<file path="src/core/shcs_pkg.sv">
package shcs_pkg;
  localparam logic [7:0] SHCS_OFF_CSR = 8'h00;
  localparam logic [7:0] SHCS_OFF_TX = 8'h04;
  localparam logic [7:0] SHCS_OFF_RX = 8'h08;
  localparam logic [7:0] SHCS_OFF_EVT = 8'h0c;
  localparam int SHCS_B_EN = 0;
  localparam int SHCS_B_I2C = 1;
  localparam int SHCS_B_WS = 2;
  localparam int SHCS_B_DEPTH = 5;
  localparam int SHCS_B_MST = 6;
  localparam int SHCS_B_RQ = 7;
  localparam int SHCS_B_IDLE = 9;
  localparam int SHCS_B_BIE = 10;
  localparam int SHCS_B_TIE = 11;
  localparam int SHCS_B_RIE = 12;
  localparam int SHCS_B_TUE = 14;
  localparam int SHCS_B_TDE = 15;
  localparam int SHCS_B_RNE = 17;
  localparam int SHCS_B_RFF = 19;
  localparam int SHCS_B_ROE = 20;
  localparam int SHCS_B_BER = 21;
  localparam int SHCS_B_BUSY = 22;
  localparam int SHCS_RX_DEEP = 10;
  localparam logic [1:0] SHCS_TR_IDLE = 2'h0;
  localparam logic [1:0] SHCS_TR_NONSEQ = 2'h2;
  localparam logic [1:0] SHCS_RIE_NE = 2'h1;
  localparam logic [1:0] SHCS_RIE_FF = 2'h3;
  localparam logic [1:0] SHCS_RQ_RX = 2'h1;
  localparam logic [1:0] SHCS_RQ_TX = 2'h2;
  localparam logic [1:0] SHCS_RQ_BOTH = 2'h3;

  typedef struct packed {
    logic [1:0] rx_irq_en;
    logic tx_irq_en;
    logic bus_error_irq_en;
    logic [1:0] request_pin_mode;
    logic master_select;
    logic rx_depth_select;
    logic [1:0] word_size_select;
    logic bus_protocol_select;
    logic iface_enable;
  } shcs_ctrl_t;

  typedef struct packed {
    logic bus_err;
    logic tx_data;
    logic tx_underrun;
    logic rx_data;
    logic rx_overrun;
  } shcs_irq_t;

  typedef struct packed {
    logic word_done;
    logic shift_empty;
    logic underrun;
    logic rx_word;
    logic start_seen;
    logic stop_seen;
    logic nack;
  } shcs_evt_t;
endpackage

</file>
<file path="src/core/shcs_top.sv">
// Behaviour
// RULE1: stop or individual reset returns status bits to reset values; control kept.
// RULE2: iface_enable bit 0 enables port; clearing it keeps control bits.
// RULE3: individual reset tristates pins, resets paths; entered one cycle after clear.
// RULE4: bus_protocol_select bit 1: 0 SPI, 1 I2C; steers pin function.
// RULE5: word_size_select bits 3-2: 8, 16, 24 bit, 11 reserved.
// RULE6: software changes word size and request mode only while not busy.
// RULE7: reserved bits 23, 18, 16, 4 read as zero.
// RULE8: rx_depth_select bit 5: one-entry or ten-entry receive fifo.
// RULE9: software resets port before changing protocol, depth or role.
// RULE10: master_select bit 6; spi master sets bus error when ss asserted.
// RULE11: i2c master generates start, clock pulses and stop.
// RULE12: request mode 00 tristates pin; master uses it as clock-suspend input.
// RULE13: slave drives request pin: rx ready, tx ready, either or both.
// RULE14: bus_idle_flag set by csr write, cleared by tx write, forced outside.
// RULE15: tx write while idle gives stop, start, then address byte.
// RULE16: idle clear sends words unchanged; no data suspends after ack.
// RULE17: receiver acks with idle value; full fifo suspends before ack.
// RULE18: idle clear means bus held; setting idle issues a stop.
// RULE19: bus-error interrupt when enable and flag both set.
// RULE20: tx interrupt on empty without underrun, underrun vector otherwise.
// RULE21: rx_irq_en 00 disables receive interrupts, others per condition.
// RULE22: clearing an interrupt enable masks pending request one cycle later.
// RULE23: hard and soft reset clear every control bit.
// RULE24: rx code 01 not-empty, 11 full, overrun vector on overrun.
// RULE25: busy between start and stop, follows ss, or spi master data held.
// RULE26: tx empty set on transfer to shift register, cleared by tx write.
// RULE27: csr writes update control bits only, except idle write-to-set.
module shcs_top
  import shcs_pkg::*;
#(
  parameter int RX_WIDTH = 24
) (
  input wire logic hclk, // core clock
  input wire logic hresetn, // async hard reset
  input wire logic soft_reset, // synchronous software reset
  input wire logic stop_state, // chip stop state
  input wire logic hsel, // ahb select
  input wire logic [7:0] haddr, // ahb address
  input wire logic [1:0] htrans, // ahb transfer type
  input wire logic hwrite, // ahb write
  input wire logic [2:0] hsize, // ahb size
  input wire logic [31:0] hwdata, // ahb write data
  input wire logic hready, // ahb bus ready
  output logic [31:0] hrdata, // ahb read data
  output logic hreadyout, // ahb slave ready
  output logic hresp, // ahb response
  input wire logic link_clk, // serial clock pin level
  input wire logic ss_n, // slave select pin, active low
  input wire logic flow_request_in, // request pin input level
  output logic flow_request_out, // request pin drive level
  output logic flow_request_oe, // request pin enable
  input wire shcs_evt_t dp_evt, // datapath events (core clock)
  input wire logic [RX_WIDTH-1:0] rx_word_data, // received word
  output shcs_ctrl_t ctrl, // control bits to datapath
  output logic port_active, // port out of individual reset
  output logic [23:0] tx_word, // tx holding word
  output logic tx_load, // pulse: tx word loaded into shifter
  output logic addr_phase, // pulse: emit stop, start, address byte
  output logic stop_req, // pulse: emit stop
  output logic clock_hold, // suspend serial clock
  output logic ack_level, // sda level at receive ack slot
  output logic pins_oe, // serial pins may be driven
  output shcs_irq_t irq // interrupt requests
);
  shcs_ctrl_t next_ctrl;
  logic en_d;
  logic idle;
  logic tde, tue, roe, ber, busy, shift_full, ff_full;
  logic [3:0] rx_cnt;
  logic [RX_WIDTH-1:0] rx_mem [SHCS_RX_DEEP];
  logic [3:0] rd_ptr, wr_ptr;
  logic [1:0] ss_sync, clk_sync, rq_sync;
  logic clk_prev;
  logic ss_act, rq_in;
  logic wr_pend, rd_pend;
  logic [7:0] dp_addr;
  logic [3:0] depth;
  logic status_rst, i2c_mst, spi_mst, tx_wr, csr_wr, rx_rd, csr_rd, rx_push;
  logic tx_next_go;
  logic [31:0] csr_val;
  shcs_irq_t irq_raw;
  logic [3:0] en_gate;

  // two-flop synchronisers for pins
  always_ff @(posedge hclk or negedge hresetn) begin
    if (!hresetn) begin
      ss_sync <= 2'h3;
      clk_sync <= 2'h0;
      rq_sync <= 2'h0;
    end else begin
      ss_sync <= {ss_sync[0], ss_n};
      clk_sync <= {clk_sync[0], link_clk};
      rq_sync <= {rq_sync[0], flow_request_in};
    end
  end
  assign ss_act = !ss_sync[1];
  assign rq_in = rq_sync[1];

  always_ff @(posedge hclk or negedge hresetn) begin
    if (!hresetn) begin
      clk_prev <= 1'b0;
    end else begin
      clk_prev <= clk_sync[1];
    end
  end

  // ahb-lite slave: zero wait states
  always_ff @(posedge hclk or negedge hresetn) begin
    if (!hresetn) begin
      wr_pend <= 1'b0;
      rd_pend <= 1'b0;
      dp_addr <= 8'h00;
    end else begin
      wr_pend <= hsel && hready && htrans == SHCS_TR_NONSEQ && hwrite;
      rd_pend <= hsel && hready && htrans == SHCS_TR_NONSEQ && !hwrite;
      if (hsel && hready) begin
        dp_addr <= haddr;
      end
    end
  end
  assign hreadyout = 1'b1;
  assign hresp = 1'b0;
  assign csr_wr = wr_pend && dp_addr == SHCS_OFF_CSR;
  assign tx_wr = wr_pend && dp_addr == SHCS_OFF_TX;
  assign csr_rd = rd_pend && dp_addr == SHCS_OFF_CSR;
  assign rx_rd = rd_pend && dp_addr == SHCS_OFF_RX;

  assign i2c_mst = ctrl.bus_protocol_select && ctrl.master_select;
  assign spi_mst = !ctrl.bus_protocol_select && ctrl.master_select;
  assign status_rst = !en_d || stop_state || soft_reset; // [RULE1] [RULE3]
  assign port_active = en_d; // [RULE2]
  assign pins_oe = en_d; // [RULE3]

  // control bits: csr writes load them; only hard and soft reset clear them
  always_comb begin
    next_ctrl = ctrl;
    if (csr_wr) begin // [RULE27] [RULE7]
      next_ctrl = {hwdata[13:10], hwdata[8:5], hwdata[3:0]}; // [RULE4] [RULE5] [RULE8] [RULE10]
    end
  end
  always_ff @(posedge hclk or negedge hresetn) begin
    if (!hresetn) begin
      ctrl <= '0; // [RULE23]
    end else if (soft_reset) begin
      ctrl <= '0; // [RULE23]
    end else begin
      ctrl <= next_ctrl; // [RULE2]
    end
  end

  // individual reset entered one cycle after the enable clears
  always_ff @(posedge hclk or negedge hresetn) begin
    if (!hresetn) begin
      en_d <= 1'b0;
    end else begin
      en_d <= ctrl.iface_enable && !soft_reset; // [RULE3]
    end
  end

  // bus idle flag
  always_ff @(posedge hclk or negedge hresetn) begin
    if (!hresetn) begin
      idle <= 1'b1;
    end else if (status_rst || !i2c_mst) begin
      idle <= 1'b1; // [RULE14]
    end else if (csr_wr && hwdata[SHCS_B_IDLE]) begin
      idle <= 1'b1; // [RULE14] [RULE27]
    end else if (tx_wr) begin
      idle <= 1'b0; // [RULE14]
    end
  end

  // stop on idle set, address phase on first tx write
  always_ff @(posedge hclk or negedge hresetn) begin
    if (!hresetn) begin
      stop_req <= 1'b0;
      addr_phase <= 1'b0;
    end else begin
      stop_req <= i2c_mst && en_d && !idle && csr_wr && hwdata[SHCS_B_IDLE]; // [RULE18]
      addr_phase <= i2c_mst && en_d && idle && tx_wr; // [RULE15] [RULE11]
    end
  end

  // transmit holding register
  always_ff @(posedge hclk or negedge hresetn) begin
    if (!hresetn) begin
      tx_word <= 24'h000000;
    end else if (tx_wr) begin
      tx_word <= hwdata[23:0]; // [RULE16]
    end
  end

  assign tx_next_go = en_d && !tde && dp_evt.shift_empty && !shift_full;
  always_ff @(posedge hclk or negedge hresetn) begin
    if (!hresetn) begin
      tx_load <= 1'b0;
    end else begin
      tx_load <= tx_next_go && !tx_wr;
    end
  end

  always_ff @(posedge hclk or negedge hresetn) begin
    if (!hresetn) begin
      tde <= 1'b1;
      shift_full <= 1'b0;
    end else if (status_rst) begin
      tde <= 1'b1; // [RULE1]
      shift_full <= 1'b0;
    end else begin
      if (tx_wr) begin
        tde <= 1'b0; // [RULE26]
      end else if (tx_next_go) begin
        tde <= 1'b1; // [RULE26]
      end
      if (tx_next_go && !tx_wr) begin
        shift_full <= 1'b1;
      end else if (dp_evt.word_done) begin
        shift_full <= 1'b0;
      end
    end
  end

  // underrun: set wins over tx write clear; bus error: cleared only by status reset
  always_ff @(posedge hclk or negedge hresetn) begin
    if (!hresetn) begin
      tue <= 1'b0;
      ber <= 1'b0;
    end else if (status_rst) begin
      tue <= 1'b0;
      ber <= 1'b0;
    end else begin
      if (dp_evt.underrun && !ctrl.master_select) begin
        tue <= 1'b1;
      end else if (tx_wr) begin
        tue <= 1'b0;
      end
      if ((spi_mst && ss_act) || (i2c_mst && dp_evt.nack)) begin
        ber <= 1'b1; // [RULE10]
      end
    end
  end

  // receive fifo
  assign depth = ctrl.rx_depth_select ? 4'(SHCS_RX_DEEP) : 4'h1; // [RULE8]
  assign ff_full = rx_cnt >= depth;
  assign rx_push = en_d && dp_evt.rx_word && !ff_full;
  always_ff @(posedge hclk or negedge hresetn) begin
    if (!hresetn) begin
      rx_cnt <= 4'h0;
      rd_ptr <= 4'h0;
      wr_ptr <= 4'h0;
      roe <= 1'b0;
    end else if (status_rst) begin
      rx_cnt <= 4'h0;
      rd_ptr <= 4'h0;
      wr_ptr <= 4'h0;
      roe <= 1'b0;
    end else begin
      if (rx_push) begin
        wr_ptr <= (wr_ptr == 4'(SHCS_RX_DEEP - 1)) ? 4'h0 : wr_ptr + 4'h1;
      end
      if (rx_rd && rx_cnt != 4'h0) begin
        rd_ptr <= (rd_ptr == 4'(SHCS_RX_DEEP - 1)) ? 4'h0 : rd_ptr + 4'h1;
      end
      rx_cnt <= rx_cnt + 4'(rx_push) - 4'(rx_rd && rx_cnt != 4'h0);
      if (dp_evt.rx_word && ff_full && !i2c_mst) begin
        roe <= 1'b1;
      end else if (rx_rd) begin
        roe <= 1'b0;
      end
    end
  end
  always_ff @(posedge hclk) begin
    if (rx_push) begin
      rx_mem[wr_ptr] <= rx_word_data;
    end
  end

  // busy
  always_ff @(posedge hclk or negedge hresetn) begin
    if (!hresetn) begin
      busy <= 1'b0;
    end else if (status_rst) begin
      busy <= 1'b0;
    end else if (ctrl.bus_protocol_select) begin
      if (dp_evt.start_seen) begin
        busy <= 1'b1; // [RULE25]
      end else if (dp_evt.stop_seen) begin
        busy <= 1'b0;
      end
    end else if (ctrl.master_select) begin
      busy <= !tde || shift_full; // [RULE25]
    end else begin
      busy <= ss_act; // [RULE25]
    end
  end

  // clock suspension and ack level
  always_ff @(posedge hclk or negedge hresetn) begin
    if (!hresetn) begin
      clock_hold <= 1'b0;
      ack_level <= 1'b1;
    end else begin
      clock_hold <= ctrl.master_select && ((ctrl.request_pin_mode != 2'h0 && !rq_in) // [RULE12]
        || (i2c_mst && ((tde && !shift_full) || ff_full))); // [RULE16] [RULE17]
      ack_level <= idle; // [RULE17]
    end
  end

  // request pin
  always_ff @(posedge hclk or negedge hresetn) begin
    if (!hresetn) begin
      flow_request_out <= 1'b0;
      flow_request_oe <= 1'b0;
    end else begin
      flow_request_oe <= en_d && !ctrl.master_select && ctrl.request_pin_mode != 2'h0; // [RULE12]
      unique case (ctrl.request_pin_mode)
        SHCS_RQ_RX: flow_request_out <= !ff_full; // [RULE13]
        SHCS_RQ_TX: flow_request_out <= !tde || shift_full;
        SHCS_RQ_BOTH: flow_request_out <= ctrl.bus_protocol_select ?
          (!ff_full || !tde) : (!ff_full && !tde); // [RULE13]
        default: flow_request_out <= 1'b0;
      endcase
    end
  end

  // interrupts with enable masking delayed one cycle
  always_comb begin
    irq_raw = '0;
    irq_raw.bus_err = ber; // [RULE19]
    irq_raw.tx_data = tde && !tue; // [RULE20]
    irq_raw.tx_underrun = tue; // [RULE20]
    irq_raw.rx_data = (ctrl.rx_irq_en == SHCS_RIE_NE && rx_cnt != 4'h0 && !roe)
      || (ctrl.rx_irq_en == SHCS_RIE_FF && ff_full && !roe); // [RULE24] [RULE21]
    irq_raw.rx_overrun = roe && (ctrl.rx_irq_en == SHCS_RIE_NE
      || ctrl.rx_irq_en == SHCS_RIE_FF); // [RULE24]
  end
  always_ff @(posedge hclk or negedge hresetn) begin
    if (!hresetn) begin
      en_gate <= 4'h0;
    end else begin
      en_gate <= {ctrl.bus_error_irq_en, ctrl.tx_irq_en, ctrl.rx_irq_en}; // [RULE22]
    end
  end
  always_ff @(posedge hclk or negedge hresetn) begin
    if (!hresetn) begin
      irq <= '0;
    end else begin
      irq.bus_err <= irq_raw.bus_err && en_gate[3] && en_d; // [RULE19] [RULE22]
      irq.tx_data <= irq_raw.tx_data && en_gate[2] && en_d; // [RULE20]
      irq.tx_underrun <= irq_raw.tx_underrun && en_gate[2] && en_d;
      irq.rx_data <= irq_raw.rx_data && en_gate[1:0] != 2'h0 && en_d; // [RULE21]
      irq.rx_overrun <= irq_raw.rx_overrun && en_gate[1:0] != 2'h0 && en_d;
    end
  end

  // register read view
  always_comb begin
    csr_val = 32'h00000000; // [RULE7]
    csr_val[13:10] = ctrl[11:8];
    csr_val[SHCS_B_IDLE] = idle;
    csr_val[8:5] = ctrl[7:4];
    csr_val[3:0] = ctrl[3:0];
    csr_val[SHCS_B_TUE] = tue;
    csr_val[SHCS_B_TDE] = tde;
    csr_val[SHCS_B_RNE] = rx_cnt != 4'h0;
    csr_val[SHCS_B_RFF] = ff_full;
    csr_val[SHCS_B_ROE] = roe;
    csr_val[SHCS_B_BER] = ber;
    csr_val[SHCS_B_BUSY] = busy;
  end
  always_ff @(posedge hclk or negedge hresetn) begin
    if (!hresetn) begin
      hrdata <= 32'h00000000;
    end else if (hsel && hready && htrans == SHCS_TR_NONSEQ && !hwrite) begin
      unique case (haddr)
        SHCS_OFF_CSR: hrdata <= csr_val;
        SHCS_OFF_TX: hrdata <= {8'h00, tx_word};
        SHCS_OFF_RX: hrdata <= 32'(rx_mem[rd_ptr]);
        SHCS_OFF_EVT: hrdata <= {31'h00000000, clk_sync[1] != clk_prev};
        default: hrdata <= 32'h00000000;
      endcase
    end
  end
endmodule

</file>
<file path="config.mk">
export PLATFORM = sky130hd
export DESIGN_NAME = shcs_top
export DESIGN_NICKNAME = d
export VERILOG_FILES = /design/src/core/shcs_pkg.sv /design/src/core/shcs_top.sv
export SDC_FILE = /design/constraint.sdc
export NUM_CORES = 1
export LEC_CHECK = 0
export BUFFER_PORTS_ARGS = -buffer_cell sky130_fd_sc_hd__buf_4
export CAP_MARGIN = 5
export CORE_MARGIN = 4
export CORE_UTILIZATION = 55
export CTS_CLUSTER_DIAMETER = 100
export DETAILED_ROUTE_END_ITERATION = 12
export HOLD_SLACK_MARGIN = 0.03
export PLACE_DENSITY = 0.76
export SETUP_SLACK_MARGIN = 0.15
export SKIP_CTS_REPAIR_TIMING = 1
export SLEW_MARGIN = 10
export SYNTH_ARGS = -nofsm -noshare
export SYNTH_HDL_FRONTEND = slang
export SYNTH_SLANG_ARGS = --single-unit
</file>
<file path="constraint.sdc">
create_clock -name hclk -period 8.6 [get_ports hclk]
set_input_delay 0.86 -clock hclk [delete_from_list [all_inputs] [get_ports hclk]]
set_output_delay 0.86 -clock hclk [all_outputs]
set_load 0.05 [all_outputs]
</file>
### Yosys cells after proc, flatten, opt, wreduce, memory -nomap -nowiden

Memories as Yosys holds them, arrays and structs flattened.
Index checks and enable logic that the tools add are counted.

* $add $sub $neg: 4
* multipliers: 0
* div/mod/pow operators: 0
* magnitude comparators: 1
* equal/unequal tests: 15
* shift operators: 0
* multiplexer cells: 36
* bitwise gates (word level): 0
* reduce and logical (&&, ||, !) cells: 91

Operators by type and width (number)
* 24-bit case mux with 4 select lines: 1
* 1-bit logical AND: 52
* 4-bit 2-to-1 mux: 8
* 8-bit by 4-bit == test with 1-bit output (second input constant): 3
* 1-bit 2-to-1 mux: 24
* 12-bit 2-to-1 mux: 2
* 8-bit by 3-bit == test with 1-bit output (second input constant): 2
* 8-bit logical NOT: 2
* 1-bit logical NOT: 15
* 3-bit nonzero test: 5
* 2-bit nonzero test: 6
* 1-bit logical OR: 10
* 4-bit by 1-bit adder with 4-bit output (second input constant): 2
* 2-bit == test (second input constant): 4
* 4-bit == test (second input constant): 2
* 4-bit by 1-bit adder with 4-bit output: 1
* 2-bit by 1-bit == test with 1-bit output (second input constant): 2
* 4-bit greater-or-equal comparator: 1
* 4-bit by 3-bit != test with 1-bit output (second input constant): 1
* 4-bit nonzero test: 1
* 4-bit by 1-bit subtractor with 4-bit output: 1
* 1-bit case mux with 3 select lines: 1
* 1-bit != test: 1

* bits in registers: 121
* latch bits: 0
* memory bits (writable): 240
* ROM bits: 0
* bits of input ports: 86
* word-level logic and storage cells: 190
* memories kept: 1

Memories
* rx_mem: depth 10, width 24, read ports 1, clocked after Yosys merged registers in 0, write ports 1, RTL line shcs_top.sv:71 `logic [RX_WIDTH-1:0] rx_mem [SHCS_RX_DEEP];`

### Longest topological paths before layout

* word-level depth: 7
* mapped depth: 13
* depth with buffers taken out: 12

### Worst setup path before layout

OpenSTA, ideal clock, no wires.

* path kind: register to register
* start: reg ctrl[4] in the netlist's numbering
* end: mem rx_mem[6][0], enable pin
* setup time: 0.475 ns
* arrival time: 4.510 ns
* data required time: 8.125 ns
* slack: 3.615 ns
* cell stages (with the launch flop): 7
* buffers on the path: 0
* cell sequence: dfrtp_1 > inv_1 > ha_1 > nand2b_1 > a2111oi_2 > nor2_1 > nor4b_1

* word-level cells in the longest chain between the ends: 6

Ends and longest elaborated chain
* from (decl): RTL line shcs_top.sv:55 `output shcs_ctrl_t ctrl,`
* from (signal assigned): RTL line shcs_top.sv:148 `ctrl <= next_ctrl;`
* 4-bit 2-to-1 mux: RTL line shcs_top.sv:245 `assign depth = ctrl.rx_depth_select ? 4'(SHCS_RX_DEEP) : 4'h1;`
* 4-bit greater-or-equal comparator: RTL line shcs_top.sv:246 `assign ff_full = rx_cnt >= depth;`
* 1-bit logical NOT: RTL line shcs_top.sv:247 `assign rx_push = en_d && dp_evt.rx_word && !ff_full;`
* 1-bit logical AND: RTL line shcs_top.sv:247
* 1-bit 2-to-1 mux: RTL line shcs_top.sv:275 `if (rx_push) begin`
* 1-bit 2-to-1 mux (implied by the code): RTL line shcs_top.sv:276 `rx_mem[wr_ptr] <= rx_word_data;`
* to (decl): RTL line shcs_top.sv:71

No other way between the ends.

### Final worst setup path

* start: reg ctrl[4] in the netlist's numbering
* end: mem rx_mem[4][6], enable pin

The elaborated chain is that of the path after synthesis.

==> run summary <==
outcome = complete, no violations
adder-cell share of the synthesized area = 1.03%
ys async rst share = 32.0%
Vias/cell = 6.02
crit path time final = 3.70 ns
main combinational cell family by area after synthesis = multiplexers
crit path DAT = 3.87 ns
unrepaired setup endpoints after global routing = false
Synth Area in Compound Gates = 5.23%
first-pass GRT wire length = 49000 µm
Seq cells post-synth = 353
Hold Vio Cnt, Final = 0
critical path startpoint category = register
TritonCTS sink count = 353
P_leak = 6.21 nW
initial drt markers = 982
Worst VDD drop = 204 µV
Syn. warnings = 0
Synth Area in Simple Gates = 5.24%
Max Clk Rate = 271 MHz
IO Pins = 170
post-synth cell types = 58
Post-synth EDFFs = 240
Filler Cells Inserted = 1725
1st-pass router iterations = 7
CTS tree = done
cell area after synthesis = 0.0140 mm²
Total Power = 0.00358 W
vias in the first global route = 8230
Port Buf Inserts = 148
Die H = 168 µm
detailed-route wire length = 32000 µm
Clock Skew = 0.00978 ns
Synth Flop Type = edfxtp_1
mux cell area share after synthesis = 14.1%
crit-path max FO = 17
Post-DRT Antenna Nets = 0
area grow syn2layout = 19.4%
hold path depth = 0
Clock Root Buffer = clkbuf_16
final worst path period share = 43.0%
Critical Path RT = 8.77 ns
Worst-path clk slew = 0.06 ns
TritonCTS Buffers = 36
largest net degree at the start of global routing = 70
GP Congestion = 0.777
n_diodes = 0
share of layout cells above drive strength 1 = 31.6%
final net count = 1100
Mean Syn Cell Area = 16.6 µm²
via count = 8184
Post-Synthesis Cells = 848
initial antenna violation count = 0
row count = 58
total die area = 0.0282 mm²
Clk Latency, worst-skew pair = 0.50 ns
HPWL Detailed = 19700 µm
H-tree Lvls = 2
total gr overflow = 0
FF-to-FF path depth = 7
DRC Markers = 0
Worst-Margin Slew = 1.29 ns
Worst Setup End Kind = register
Hold WC Path Type = reg -> reg
kind of critical path = reg -> reg
Relative slew margins = 14.1%
GRT Total Usage = 22.7%
Slew Limit Fails = 0
Setup TNS = 0 ns
max_cap viols = 0
Wirelength per Cell = 23.6 µm
PwrDens = 214 mW/mm²
Bufs on Longest Clock Path = 3
Seq/Total Area, Yosys = 71.5%
Layout Utilization = 66.6%
Die Wd = 168 µm
xor/xnor share of the synthesized area = 0.312%
Initial Utilization = 55.8%
final setup fails = 0
Core ar. = 0.0252 mm²
-- state kept, by name (all words and copies together), names as in the netlist, 2 cells and up --
name / count
hrdata: 24
en_gate: 4
tx_word: 24
wr_ptr: 4
ss_sync: 2
rd_ptr: 4
rx_cnt: 4
rq_sync: 2
rx_mem: 240
ctrl: 12
dp_addr: 8
clk_sync: 2
irq: 5
-- stage by stage --
stage | instances | instance area (µm²) | hold WS [ns] | setup slack, ns
final | 1359 | 16800 | 0.350 | 4.90
after global routing | 1359 | 16800 | 0.359 | 4.64
after CTS | 1359 | 16800 | 0.353 | 4.91
after detailed placement | 1295 | 15500 | 0.341 | 4.94
after global placement | 1295 | 15500 | 0.335 | 4.98
after floorplan | 856 | 14100 | 0.331 | 3.62
-- area by class of cell --
type | count | area, µm² | area share (%)
clock inverters | 15 | 200 | 1.19
flip-flops and latches | 353 | 10000 | 59.9
multi-input cells | 425 | 3740 | 22.3
well taps | 330 | 413 | 2.46
inverters | 20 | 75.1 | 0.448
repair buffers | 167 | 1250 | 7.48
clock buffers | 49 | 1030 | 6.15
-- cell usage in the layout, fill, tap and decap left out, drive strengths merged, types with 5 or more instances in the layout --
master  synthesis  routed
and3            5       5
mux4           48      48
o221ai         18      18
nor3            8       8
nor4            6       6
dfstp           5       5
clkbuf         32      49
o21ai          59      59
clkinv          0       9
dfrtp         108     108
ha             10      10
inv            20      20
mux2i          55      55
a21oi          15      15
edfxtp        240     240
nand2          52      52
nand3           6       6
bufinv          0       5
conb            2      10
buf            26     167
nand2b          7       7
mux2           31      31
nor2           33      33
nor2b           6       6
a22oi           5       5
-- kinds of logic (layout without fill, tap and decap cells) --
family,Yosys count,in the layout
other,2,10
multiplexers,134,134
adder cells (fa/ha/maj),11,11
AO/OA/AOI/OAI,118,118
AND/OR/NAND/NOR,147,147
flip-flops,353,353
buffers and inverters,78,251
XOR/XNOR,5,5
-- critical path, stage by stage, from the launching register on --
cell and delay, ns:
dfrtp_1 0.40, inv_1 0.16, ha_1 0.25, nand2b_1 0.15, a2111oi_2 0.53, nor2_1 0.31, nor4_2 1.07, buf_4 0.48
-- layer usage --
metal,global-route usage (%),vias up,wire length (µm),share of wire (%)
met1,33.1,4206,13300,42
li1,-,3548,-,-
met4,6.49,0,838,2.6
met2,35.6,370,15400,48
met5,0,-,0,0
met3,4.67,60,2470,7.7
-- final timing paths --
path | from | end | slack (ns)
hold / removal | rq_sync[0]$_DFF_PN0_ | rq_sync[1]$_DFF_PN0_ | 0.35
setup / recovery | ctrl[4]$_DFFE_PN0P_ | rx_mem[4][6]$_DFFE_PP_ | 4.90
setup reg to reg | ctrl[4]$_DFFE_PN0P_ | rx_mem[4][6]$_DFFE_PP_ | 4.90
min in group asynchronous | hresetn | irq[4]$_DFF_PN0_ | 0.37
max in group asynchronous | hresetn | rd_ptr[0]$_DFFE_PN0P_ | 6.81
hold reg to reg | rq_sync[0]$_DFF_PN0_ | rq_sync[1]$_DFF_PN0_ | 0.35
-- report_power, final --
| group | total [W] | switching (W) | internal (W) |
|---|---|---|---|
| registers | 0.00185 | 0.0000120 | 0.00183 |
| clock network | 0.00160 | 0.000608 | 0.000989 |
| logic | 0.000139 | 0.0000912 | 0.0000475 |
| total | 0.00358 | 0.000711 | 0.00287 |
-- cell usage after synthesis, types with 7 or more instances --
cell / number / area (µm²)
o21ai_0: 57 / 285
o221ai_1: 18 / 158
mux2_2: 31 / 349
mux4_2: 48 / 1080
nor3_1: 8 / 40.0
buf_4: 13 / 97.6
dfrtp_1: 108 / 2700
inv_1: 20 / 75.1
edfxtp_1: 240 / 7210
clkbuf_1: 31 / 116
a21oi_1: 15 / 75.1
nor2_1: 33 / 124
nand2b_1: 7 / 43.8
buf_2: 8 / 40.0
ha_1: 10 / 125
mux2i_1: 55 / 551
nand2_1: 52 / 195
Power figures use the tool's default switching activity.
